`src/plrc_pkg.sv`:
```
// Package with constants and types for the power loss restore controller.
package plrc_pkg;

  // ----------------------------------------
  // Clock and timing
  // ----------------------------------------
  localparam int unsigned CLK_HZ        = 20000000;
  localparam int unsigned WINDOW_SEC    = 30;
  localparam longint unsigned WINDOW_CYC = longint'(WINDOW_SEC) * longint'(CLK_HZ);
  localparam int unsigned CNT_W         = 32;

  // ----------------------------------------
  // Restore policy encodings
  // ----------------------------------------
  localparam logic [1:0] POL_TURN_ON    = 2'h0;
  localparam logic [1:0] POL_REMAIN_OFF = 2'h1;
  localparam logic [1:0] POL_LAST_STATE = 2'h2;

  // ----------------------------------------
  // Controller states
  // ----------------------------------------
  typedef enum logic [2:0] {
    PLRC_ST_OFF,
    PLRC_ST_ON,
    PLRC_ST_WATCH,
    PLRC_ST_LOST,
    PLRC_ST_RESTORE
  } plrc_state_t;

endpackage : plrc_pkg

```
`src/plrc_ctrl.sv`:
```
// Power loss restore controller running from the standby domain.
`timescale 1ns/1ps
// Functional notes
// - On soft-off or total power loss the controller starts watching the standby rail.
// - Standby present for a full 30 s after power-down marks an orderly switch-off.
// - Standby gone before 30 s marks an AC power loss.
// - Turn-on policy powers the system up when standby returns after a loss.
// - Remain-off policy keeps the system off when standby returns after a loss.
// - Last-state policy restores the on or off condition held before the loss.
// - The 30 s window is used only under the last-state policy.
// - A loss within 30 s of an orderly shutdown may leave the last state recorded as on.
// - Without a standby rail the policy setting has no effect.
module plrc_ctrl #(
  parameter longint unsigned WINDOW_CYCLES = plrc_pkg::WINDOW_CYC
) (
  // Clock and reset
  input  wire logic       clk_sys,
  input  wire logic       rst,
  // Supply and system pins
  input  wire logic       stby_ok,
  input  wire logic       sys_on,
  input  wire logic       stby_rail_present,
  // Configuration
  input  wire logic [1:0] restore_policy,
  // Outputs
  output logic            pwr_on_req,
  output logic            last_state_on,
  output logic            ac_loss_seen,
  output logic            orderly_off_seen
);

  // ----------------------------------------
  // Input synchronisation
  // ----------------------------------------
  logic stby_s;
  logic on_s;
  logic rail_s;

  plrc_sync u_sync_stby (.clk_sys(clk_sys), .rst(rst), .din(stby_ok), .dout(stby_s));
  plrc_sync u_sync_on   (.clk_sys(clk_sys), .rst(rst), .din(sys_on),  .dout(on_s));
  plrc_sync u_sync_rail (.clk_sys(clk_sys), .rst(rst), .din(stby_rail_present), .dout(rail_s));

  // ----------------------------------------
  // State
  // ----------------------------------------
  typedef struct packed {
    plrc_pkg::plrc_state_t   st;
    logic [plrc_pkg::CNT_W-1:0] cnt;
    logic                    last_on;
    logic                    ac_loss;
    logic                    orderly;
    logic                    req;
  } plrc_ctrl_t;

  plrc_ctrl_t r_ff;
  plrc_ctrl_t nxt_r;
  logic [1:0] pol;

  localparam logic [plrc_pkg::CNT_W-1:0] WIN_LAST = plrc_pkg::CNT_W'(WINDOW_CYCLES - 1);

  // Fourth encoding folds onto remain-off.
  always_comb begin
    if (restore_policy == plrc_pkg::POL_TURN_ON) begin
      pol = plrc_pkg::POL_TURN_ON;
    end else if (restore_policy == plrc_pkg::POL_LAST_STATE) begin
      pol = plrc_pkg::POL_LAST_STATE;
    end else begin
      pol = plrc_pkg::POL_REMAIN_OFF;
    end
  end

  // ----------------------------------------
  // Next state
  // ----------------------------------------
  always_comb begin
    nxt_r     = r_ff;
    nxt_r.req = 1'b0;
    case (r_ff.st)
      plrc_pkg::PLRC_ST_ON: begin
        nxt_r.last_on = 1'b1;
        if (!stby_s) begin
          nxt_r.ac_loss = 1'b1;
          nxt_r.st      = plrc_pkg::PLRC_ST_LOST;
        end else if (!on_s) begin
          nxt_r.cnt = '0;
          nxt_r.st  = plrc_pkg::PLRC_ST_WATCH;
        end
      end
      plrc_pkg::PLRC_ST_WATCH: begin
        // Last state stays on while the window runs, so an early loss restores on.
        if (pol != plrc_pkg::POL_LAST_STATE) begin
          nxt_r.last_on = 1'b0;
          nxt_r.orderly = 1'b1;
          nxt_r.st      = plrc_pkg::PLRC_ST_OFF;
        end else if (!stby_s) begin
          nxt_r.ac_loss = 1'b1;
          nxt_r.st      = plrc_pkg::PLRC_ST_LOST;
        end else if (on_s) begin
          nxt_r.st = plrc_pkg::PLRC_ST_ON;
        end else if (r_ff.cnt == WIN_LAST) begin
          nxt_r.last_on = 1'b0;
          nxt_r.orderly = 1'b1;
          nxt_r.st      = plrc_pkg::PLRC_ST_OFF;
        end else begin
          nxt_r.cnt = r_ff.cnt + 1'b1;
        end
      end
      plrc_pkg::PLRC_ST_OFF: begin
        if (!stby_s) begin
          nxt_r.ac_loss = 1'b1;
          nxt_r.st      = plrc_pkg::PLRC_ST_LOST;
        end else if (on_s) begin
          nxt_r.orderly = 1'b0;
          nxt_r.ac_loss = 1'b0;
          nxt_r.st      = plrc_pkg::PLRC_ST_ON;
        end
      end
      plrc_pkg::PLRC_ST_LOST: begin
        if (stby_s) begin
          nxt_r.st = plrc_pkg::PLRC_ST_RESTORE;
        end
      end
      plrc_pkg::PLRC_ST_RESTORE: begin
        nxt_r.st = plrc_pkg::PLRC_ST_OFF;
        if (rail_s) begin
          if (pol == plrc_pkg::POL_TURN_ON) begin
            nxt_r.req = 1'b1;
          end else if (pol == plrc_pkg::POL_LAST_STATE) begin
            nxt_r.req = r_ff.last_on;
          end else begin
            nxt_r.req = 1'b0;
          end
        end
      end
      default: begin
        nxt_r.st = plrc_pkg::PLRC_ST_OFF;
      end
    endcase
  end

  always_ff @(posedge clk_sys or posedge rst) begin
    if (rst) begin
      r_ff    <= '0;
      r_ff.st <= plrc_pkg::PLRC_ST_OFF;
    end else begin
      r_ff <= nxt_r;
    end
  end

  assign pwr_on_req       = r_ff.req;
  assign last_state_on    = r_ff.last_on;
  assign ac_loss_seen     = r_ff.ac_loss;
  assign orderly_off_seen = r_ff.orderly;

  // ----------------------------------------
  // Assertions
  // ----------------------------------------
  property p_watch_start;
    @(posedge clk_sys) disable iff (rst)
      (r_ff.st == plrc_pkg::PLRC_ST_ON && stby_s && !on_s) |=> (r_ff.st == plrc_pkg::PLRC_ST_WATCH && r_ff.cnt == '0);
  endproperty
  a_watch_start: assert property (p_watch_start) else $error("watch did not start");

  property p_orderly;
    @(posedge clk_sys) disable iff (rst)
      (r_ff.st == plrc_pkg::PLRC_ST_WATCH && pol == plrc_pkg::POL_LAST_STATE && stby_s && !on_s
       && r_ff.cnt == WIN_LAST) |=> (r_ff.orderly && !r_ff.last_on && r_ff.st == plrc_pkg::PLRC_ST_OFF);
  endproperty
  a_orderly: assert property (p_orderly) else $error("orderly off not marked");

  property p_loss;
    @(posedge clk_sys) disable iff (rst)
      (r_ff.st == plrc_pkg::PLRC_ST_WATCH && pol == plrc_pkg::POL_LAST_STATE && !stby_s)
      |=> (r_ff.ac_loss && r_ff.last_on);
  endproperty
  a_loss: assert property (p_loss) else $error("loss in window not marked");

  property p_turn_on;
    @(posedge clk_sys) disable iff (rst)
      (r_ff.st == plrc_pkg::PLRC_ST_RESTORE && rail_s && pol == plrc_pkg::POL_TURN_ON) |=> pwr_on_req;
  endproperty
  a_turn_on: assert property (p_turn_on) else $error("turn on missed");

  property p_remain_off;
    @(posedge clk_sys) disable iff (rst)
      (pol == plrc_pkg::POL_REMAIN_OFF && $stable(pol)) |=> !pwr_on_req;
  endproperty
  a_remain_off: assert property (p_remain_off) else $error("remain off violated");

  property p_last_state;
    @(posedge clk_sys) disable iff (rst)
      (r_ff.st == plrc_pkg::PLRC_ST_RESTORE && rail_s && pol == plrc_pkg::POL_LAST_STATE)
      |=> (pwr_on_req == $past(r_ff.last_on));
  endproperty
  a_last_state: assert property (p_last_state) else $error("last state not restored");

  property p_no_window;
    @(posedge clk_sys) disable iff (rst)
      (r_ff.st == plrc_pkg::PLRC_ST_WATCH && pol != plrc_pkg::POL_LAST_STATE) |=> r_ff.st != plrc_pkg::PLRC_ST_WATCH;
  endproperty
  a_no_window: assert property (p_no_window) else $error("window used outside last state");

  property p_no_rail;
    @(posedge clk_sys) disable iff (rst)
      (r_ff.st == plrc_pkg::PLRC_ST_RESTORE && !rail_s) |=> !pwr_on_req;
  endproperty
  a_no_rail: assert property (p_no_rail) else $error("policy acted without rail");

  property p_fourth;
    @(posedge clk_sys) disable iff (rst)
      (restore_policy == 2'h3) |-> (pol == plrc_pkg::POL_REMAIN_OFF);
  endproperty
  a_fourth: assert property (p_fourth) else $error("fourth code not remain off");

  property p_hold_on;
    @(posedge clk_sys) disable iff (rst)
      (r_ff.st == plrc_pkg::PLRC_ST_WATCH && pol == plrc_pkg::POL_LAST_STATE && r_ff.cnt != WIN_LAST)
      |=> r_ff.last_on;
  endproperty
  a_hold_on: assert property (p_hold_on) else $error("last state dropped inside window");

  property p_off_loss;
    @(posedge clk_sys) disable iff (rst)
      (r_ff.st == plrc_pkg::PLRC_ST_OFF && !stby_s) |=> (r_ff.st == plrc_pkg::PLRC_ST_LOST && r_ff.ac_loss);
  endproperty
  a_off_loss: assert property (p_off_loss) else $error("loss from off not watched");

endmodule : plrc_ctrl

```
`src/plrc_sync.sv`:
```
// Two flip-flop synchroniser for one level input.
`timescale 1ns/1ps
module plrc_sync (
  // Clock and reset
  input  wire logic clk_sys,
  input  wire logic rst,
  // Data
  input  wire logic din,
  output logic      dout
);

  typedef struct packed {
    logic s1;
    logic s2;
  } plrc_sync_t;

  plrc_sync_t r_ff;
  plrc_sync_t nxt_r;

  always_comb begin
    nxt_r    = r_ff;
    nxt_r.s1 = din;
    nxt_r.s2 = r_ff.s1;
  end

  always_ff @(posedge clk_sys or posedge rst) begin
    if (rst) begin
      r_ff <= '0;
    end else begin
      r_ff <= nxt_r;
    end
  end

  assign dout = r_ff.s2;

endmodule : plrc_sync

```
`config.mk`:
```
export PLATFORM = sky130hd
export DESIGN_NAME = plrc_ctrl
export DESIGN_NICKNAME = d
export VERILOG_FILES = /design/src/plrc_pkg.sv /design/src/plrc_ctrl.sv /design/src/plrc_sync.sv
export SDC_FILE = /design/constraint.sdc
export NUM_CORES = 1
export LEC_CHECK = 0
export ABC_AREA = 1
export BUFFER_PORTS_ARGS = -buffer_cell sky130_fd_sc_hd__buf_2
export CAP_MARGIN = 20
export CORE_MARGIN = 2
export CORE_UTILIZATION = 42
export CTS_CLUSTER_DIAMETER = 30
export DETAILED_ROUTE_END_ITERATION = 12
export SLEW_MARGIN = 20
export SYNTH_ARGS = -nofsm -noshare
export SYNTH_HDL_FRONTEND = slang
export SYNTH_SLANG_ARGS = --single-unit
```
`constraint.sdc`:
```
create_clock -name clk_sys -period 1.7 [get_ports clk_sys]
set_clock_uncertainty 0.1 [all_clocks]
set_input_delay 0.085 -clock clk_sys [delete_from_list [all_inputs] [get_ports clk_sys]]
set_output_delay 0.085 -clock clk_sys [all_outputs]
set_load 0.01 [all_outputs]
```
Yosys cells after proc, flatten, opt, wreduce, memory -nomap -nowiden
Cells that the tools add are included.
- latch bits: 0
- input port bits: 7
- output and inout bits: 4
- register bits after elaboration: 45
- memories kept: 0
- ROM bits: 0
- memory bits (writable): 0
- word-level logic and storage cells: 82
- shift operators: 0
- equal/unequal tests: 23
- div/mod/pow operators: 0
- mux-type cells: 35
- reductions and logical operators: 11
- add/sub/neg operators: 1
- bitwise gates (word level): 0
- $lt $le $gt $ge: 0
- multipliers: 0
- operators by type and width (kind ; number):
    32-bit two-way mux ; 3
    33-bit two-way mux ; 2
    33-bit one-hot mux with 2 select lines ; 1
    35-bit two-way mux ; 1
    32-bit by 1-bit adder with 32-bit output, second input constant ; 1
    32-bit by 30-bit equality test with 1-bit output, second input constant ; 1
    3-bit two-way mux ; 8
    1-bit two-way mux ; 14
    3-bit one-hot mux with 4 select lines ; 1
    2-bit by 1-bit != test with 1-bit output, second input constant ; 5
    2-bit != test, second input constant ; 5
    3-bit != test, second input constant ; 3
    4-bit AND reduction ; 2
    7-bit AND reduction ; 1
    3-bit by 2-bit equality test with 1-bit output, second input constant ; 2
    2-bit two-way mux ; 3
    3-bit by 2-bit != test with 1-bit output, second input constant ; 2
    6-bit AND reduction ; 1
    5-bit by 4-bit != test with 1-bit output, second input constant ; 1
    2-bit equality test, second input constant ; 2
    2-bit zero test ; 2
    2-bit nonzero test ; 2
    3-bit by 1-bit equality test with 1-bit output, second input constant ; 1
    3-bit equality test, second input constant ; 1
    other kinds (5) ; 5

Logic depth before layout (Yosys ltp)
- depth after elaboration: 8
- depth in mapped cells: 11

Cells and area by module
From an unflattened synthesis, not the netlist that was laid out.
- cells, all modules: 488
- area total of the unflattened synthesis: 3022.9 um^2
- modules (own cells, without submodules) (module ; area each (um^2) ; seq. area each (um^2) ; cells each ; times used):
    plrc_ctrl ; 2861.5 ; 975.9 ; 479 ; 1
    plrc_sync ; 53.8 ; 50.0 ; 3 ; 3

Least setup slack after synthesis
No wires, ideal clock.
- kind: register -> register
- start point: register r_ff[4] (netlist name)
- end point: register r_ff[8] (netlist name)
- required time: 1.479 ns
- period minus slack after synthesis: 1.742 ns
- cell stages (with the launch flop): 11
- arrival: 1.521 ns
- path buffers: 2
- path slack: -0.042 ns
- cells stage by stage: dfrtp_1 ha_1 inv_2 nor2_4 nand2_2 nor2_4 nand3_1 nand2_2 buf_6 buf_6 o21ai_1
- word-level cells in the longest chain between the ends: 6
- elaborated cells on any way between the ends: 9
- those cells by class: add/sub: 1; eq/ne: 2; mux: 5; reduce/logical: 1
- RTL lines (element ; line ; RTL):
    start: declaration ; plrc_ctrl.sv:55 ; plrc_ctrl_t r_ff;
    start signal: assignment ; plrc_ctrl.sv:146 ; r_ff <= nxt_r;
    32-bit by 1-bit adder with 32-bit output ; plrc_ctrl.sv:105 ; nxt_r.cnt = r_ff.cnt + 1'b1;
    32-bit two-way mux ; plrc_ctrl.sv:100 ; end else if (r_ff.cnt == WIN_LAST) begin
    33-bit two-way mux ; plrc_ctrl.sv:98 ; end else if (on_s) begin
    33-bit two-way mux ; plrc_ctrl.sv:95 ; end else if (!stby_s) begin
    32-bit two-way mux ; plrc_ctrl.sv:91 ; if (pol != plrc_pkg::POL_LAST_STATE) begin
    33-bit one-hot mux with 2 select lines ; plrc_ctrl.sv:78 ; case (r_ff.st)
Several ways; a longest one is shown, not always the timed one. The select of a mux whose other input is x is not followed.
A chain may end at the register's enable or synchronous reset.

Worst setup path after layout
- start point: register r_ff[36] (netlist name)
- end point: register r_ff[34] (netlist name)
- word-level cells in the longest chain between the ends: 3
- elaborated cells on any way between the ends: 11
- those cells by class: eq/ne: 8; mux: 1; reduce/logical: 2
- RTL lines (element ; line):
    3-bit by 1-bit equality test with 1-bit output / 3-bit by 2-bit equality test with 1-bit output (equally long branches) ; plrc_ctrl.sv:78
    2-bit != test (no line), or another cell as far along ; --
    7-bit AND reduction (no line) ; --
Several ways; a longest one is shown, not always the timed one.

==> results.md <==
- Global-route wire length before repair: about 13000 µm
- Failing checks: setup timing
- Maximum vdd drop: around 0.33 mV
- Placeable Area: about 6700 µm²
- DR vias: 2976
- CTS Sinks: 45
- Initial Utilization: 0.427
- Leak: about 1.7 nW
- Die area: between 7000 and 8000 µm²
- Synth Flop Type: dfrtp_1
- Max Slew Vio Count: 0
- Buf/Inv on CP: 2
- Critical Path Start Type: flop
- Routability cong.: just over 0.9
- DRT antenna net count: 0
- Sequential area share after synthesis: 0.392
- Commonest non-fill, non-tap cells in the layout: nand2_1, nor2_1, nand3_1, buf_4, dfrtp_1
- Net Switching: ~0.0013 W
- Count of flip-flops with a built-in enable after synthesis: 0
- Yosys warnings: 0
- Crit path max fanout: 8
- Fraction of layout cells with a size suffix above 1: 0.282
- Largest area contributor in the netlist: dfrtp_1
- Endpoints failing hold: 0
- Initial antenna violation count: 0
- CTS tree: yes
- Post-layout util: 0.573
- CP endpoint kind: flop
- Cell area power density: approximately 900 nW/µm²
- Average size of a mapped cell: 6.60 µm²
- Actual slew at the worst max-slew pin: about 0.40 ns
- DRT Pass-1 Iters: 6
- Clock-pin slew on the worst setup and hold paths: ~0.09 ns
- MaxCap Viol Count: 0
- Share of Yosys cell area claimed by the top area cell type: 0.392
- Crit path max-delay cell type: dfrtp_1
- Hold Crit Class: in -> reg
- Post-Layout Inst Area: 3850 µm²
- Mapped Nets: ~440
- Clk Latency, worst-skew pair: roughly 0.31 ns
- Worst endpoint required time: about 1.8 ns
- Root buf cell: clkbuf_8
- H-tree levels: 2
- Clock Power Share: 0.252
- Crit-path leading delay family: simple AND/OR/NAND/NOR gates
- Switching Fraction: 0.371
- IO Port Bufs: 10
- IO Pins: 11
- Post-DR vias/cell: between 5 and 6
- CTS buffer count: 5
- CP Class: reg -> reg
- Worst reg2reg path startpoint: r_ff[36]
- Post-synthesis cell count: 435
- #FFs+latches synth: between 40 and 50
- Setup WS post-layout: -0.0263 ns
- FFs w/ async S/R, synth: 1.00
- Distinct cells, synth: 27
- Commonest non-fill, non-tap cell in the layout: nand2_1
- Number of remaining DRC errors: 0
- N_diodes: 0
- Status: finished with violations
- GRT overflow: 0
- Die Y: 86.7 µm
- Vias in the first global route: between 2k and 3k
- Crit path cell chain: nor2_2 -> nand2_2 -> inv_4 -> o21ai_4 -> nor2_4 -> nand2_8 -> clkbuf_16 -> nand2_1 -> o21ai_1
- Gr usage total: 0.217
- Routed WL per cell: 14.0 µm
- Placed inst area: about 3300 µm²
- Final setup fails: 11
- Largest cells by area after synthesis: dfrtp_1, nand2_1, nor2_1
- Largest net degree at the start of global routing: 32
- Die X: approximately 87 µm
- Highest clock rate: slightly below 600 MHz
- Max stage delay on crit path: between 0.4 and 0.5 ns
- Sequential Power Share: 0.376
- Drt initial violations: 145
- # rows: 30
- Max Buffers Root-to-Sink: 2
- Area delta synth->final: 34.2%
- Hpwl dp: between 5000 and 6000 µm
- Final Net Count: roughly 510
- Logic pwr share: 0.371
- Min Tclk post-route: about 1.7 ns
- Mapped cell area: between 2000 and 3000 µm²
- Final cycle utilization of the critical path: 1.02
- DRT Wirelength: around 8200 µm
- RSZ-0062 raised after global routing: yes
- Normalized max-slew margin: 0.732
- CP startpoint: r_ff[36]
- Int Pwr: ~0.0021 W
- Arr. time, crit path: between 1.5 and 2 ns
- HP Start: restore_policy[0]
logic make-up (layout without fill, tap and decap cells):
logic type / Yosys count / count (layout) / share of synthesized area
AND/OR/NAND/NOR: 290 / 291 / 0.420
buffers and inverters: 51 / 119 / 0.0794
flip-flops: 45 / 45 / 0.392
AO/OA/AOI/OAI: 40 / 40 / 0.0794
XOR/XNOR: 8 / 8 / 0.0244
adder cells (fa/ha/maj): 1 / 1 / 0.00436
registers in the layout, indices dropped and copies added (netlist names):
name and count:
ac_loss_seen 1, last_state_on 1, u_sync_on.nxt_r 1, r_ff 35
pwr_on_req 1, u_sync_stby.nxt_r 1, u_sync_rail.nxt_r 1, u_sync_rail.dout 1
u_sync_on.dout 1, orderly_off_seen 1, u_sync_stby.dout 1
cells in the mapped netlist (2+ instances only):
cell	n
o21ai_2	5
nand3_1	45
nand2_2	3
inv_1	39
or2_2	5
nor2_4	2
xnor2_1	3
nor2_2	3
xor2_1	5
inv_2	3
nand2_1	163
o21ai_0	18
nor2_1	64
buf_2	5
buf_6	2
dfrtp_1	45
nand4_1	3
o21ai_1	13
per-layer routing:
metal / global-route usage / vias up / share of wire
li1: - / 1506 / -
met1: 0.294 / 1399 / 0.47
met4: 0.0724 / 0 / 0.017
met5: 0 / - / 0
met3: 0.0295 / 13 / 0.037
met2: 0.359 / 58 / 0.48
stage by stage:
| stage | TNS (ns) | std cells | worst slack, ns | hold WS, ns | power (W) |
|---|---|---|---|---|---|
| CTS | -0.00756 | 574 | -0.00756 | 0.115 | 0.00308 |
| detailed placement | -0.276 | 560 | -0.0307 | 0.00517 | 0.00221 |
| finish | -0.232 | 584 | -0.0263 | 0.154 | 0.00339 |
| global route | -2.62 | 584 | -0.105 | 0.228 | 0.00358 |
| global placement | -0.351 | 560 | -0.0226 | -0.00154 | 0.00220 |
| floorplan | 0 | 435 | 0.0283 | 0.0164 | 0.00191 |
path summary, 6_finish.rpt:
path	end	slack (ns)	cells past startpoint
setup / recovery	r_ff[34]	-0.03	9
hold / removal	ac_loss_seen	0.15	4
setup reg to reg	r_ff[34]	-0.03	9
hold reg to reg	u_sync_stby.dout	0.25	0
max in group asynchronous	r_ff[12]	0.79	4
min in group asynchronous	r_ff[6]	0.19	3
worst min-delay path: cells and delay by family:
| kind | cells | cell delay, ns |
|---|---|---|
| AO/OA/AOI/OAI | 2 | 0.26 |
| buffers and inverters | 2 | 0.18 |
timing repair:
item                                   4_1_cts  5_1_grt
pin swaps                                    0       11
setup buffers                                0        5
setup endpoints to repair                   32       37
hold buffers                                 6        0
endpoints found under the hold margin       19        0
resized for setup                            5       75
gates cloned                                 0        5
cell type report:
type	instances	area [µm²]
fillers	648	2870
multi-input cells	340	1730
flip-flops and latches	45	1130
repair buffers	69	608
inverters	42	168
well taps	80	100
clock buffers	6	72.6
clock inverters	2	38.8
power groups by stage:
stage	clock [W]	sequential [W]	combinational (W)
final	0.000854	0.00127	0.00126
after CTS	0.000872	0.00126	0.000946
after floorplan	0	0.00130	0.000610
after detailed placement	0	0.00129	0.000927
after global routing	0.000914	0.00129	0.00138
after global placement	0	0.00128	0.000918
(Power assumes the default switching activity.)
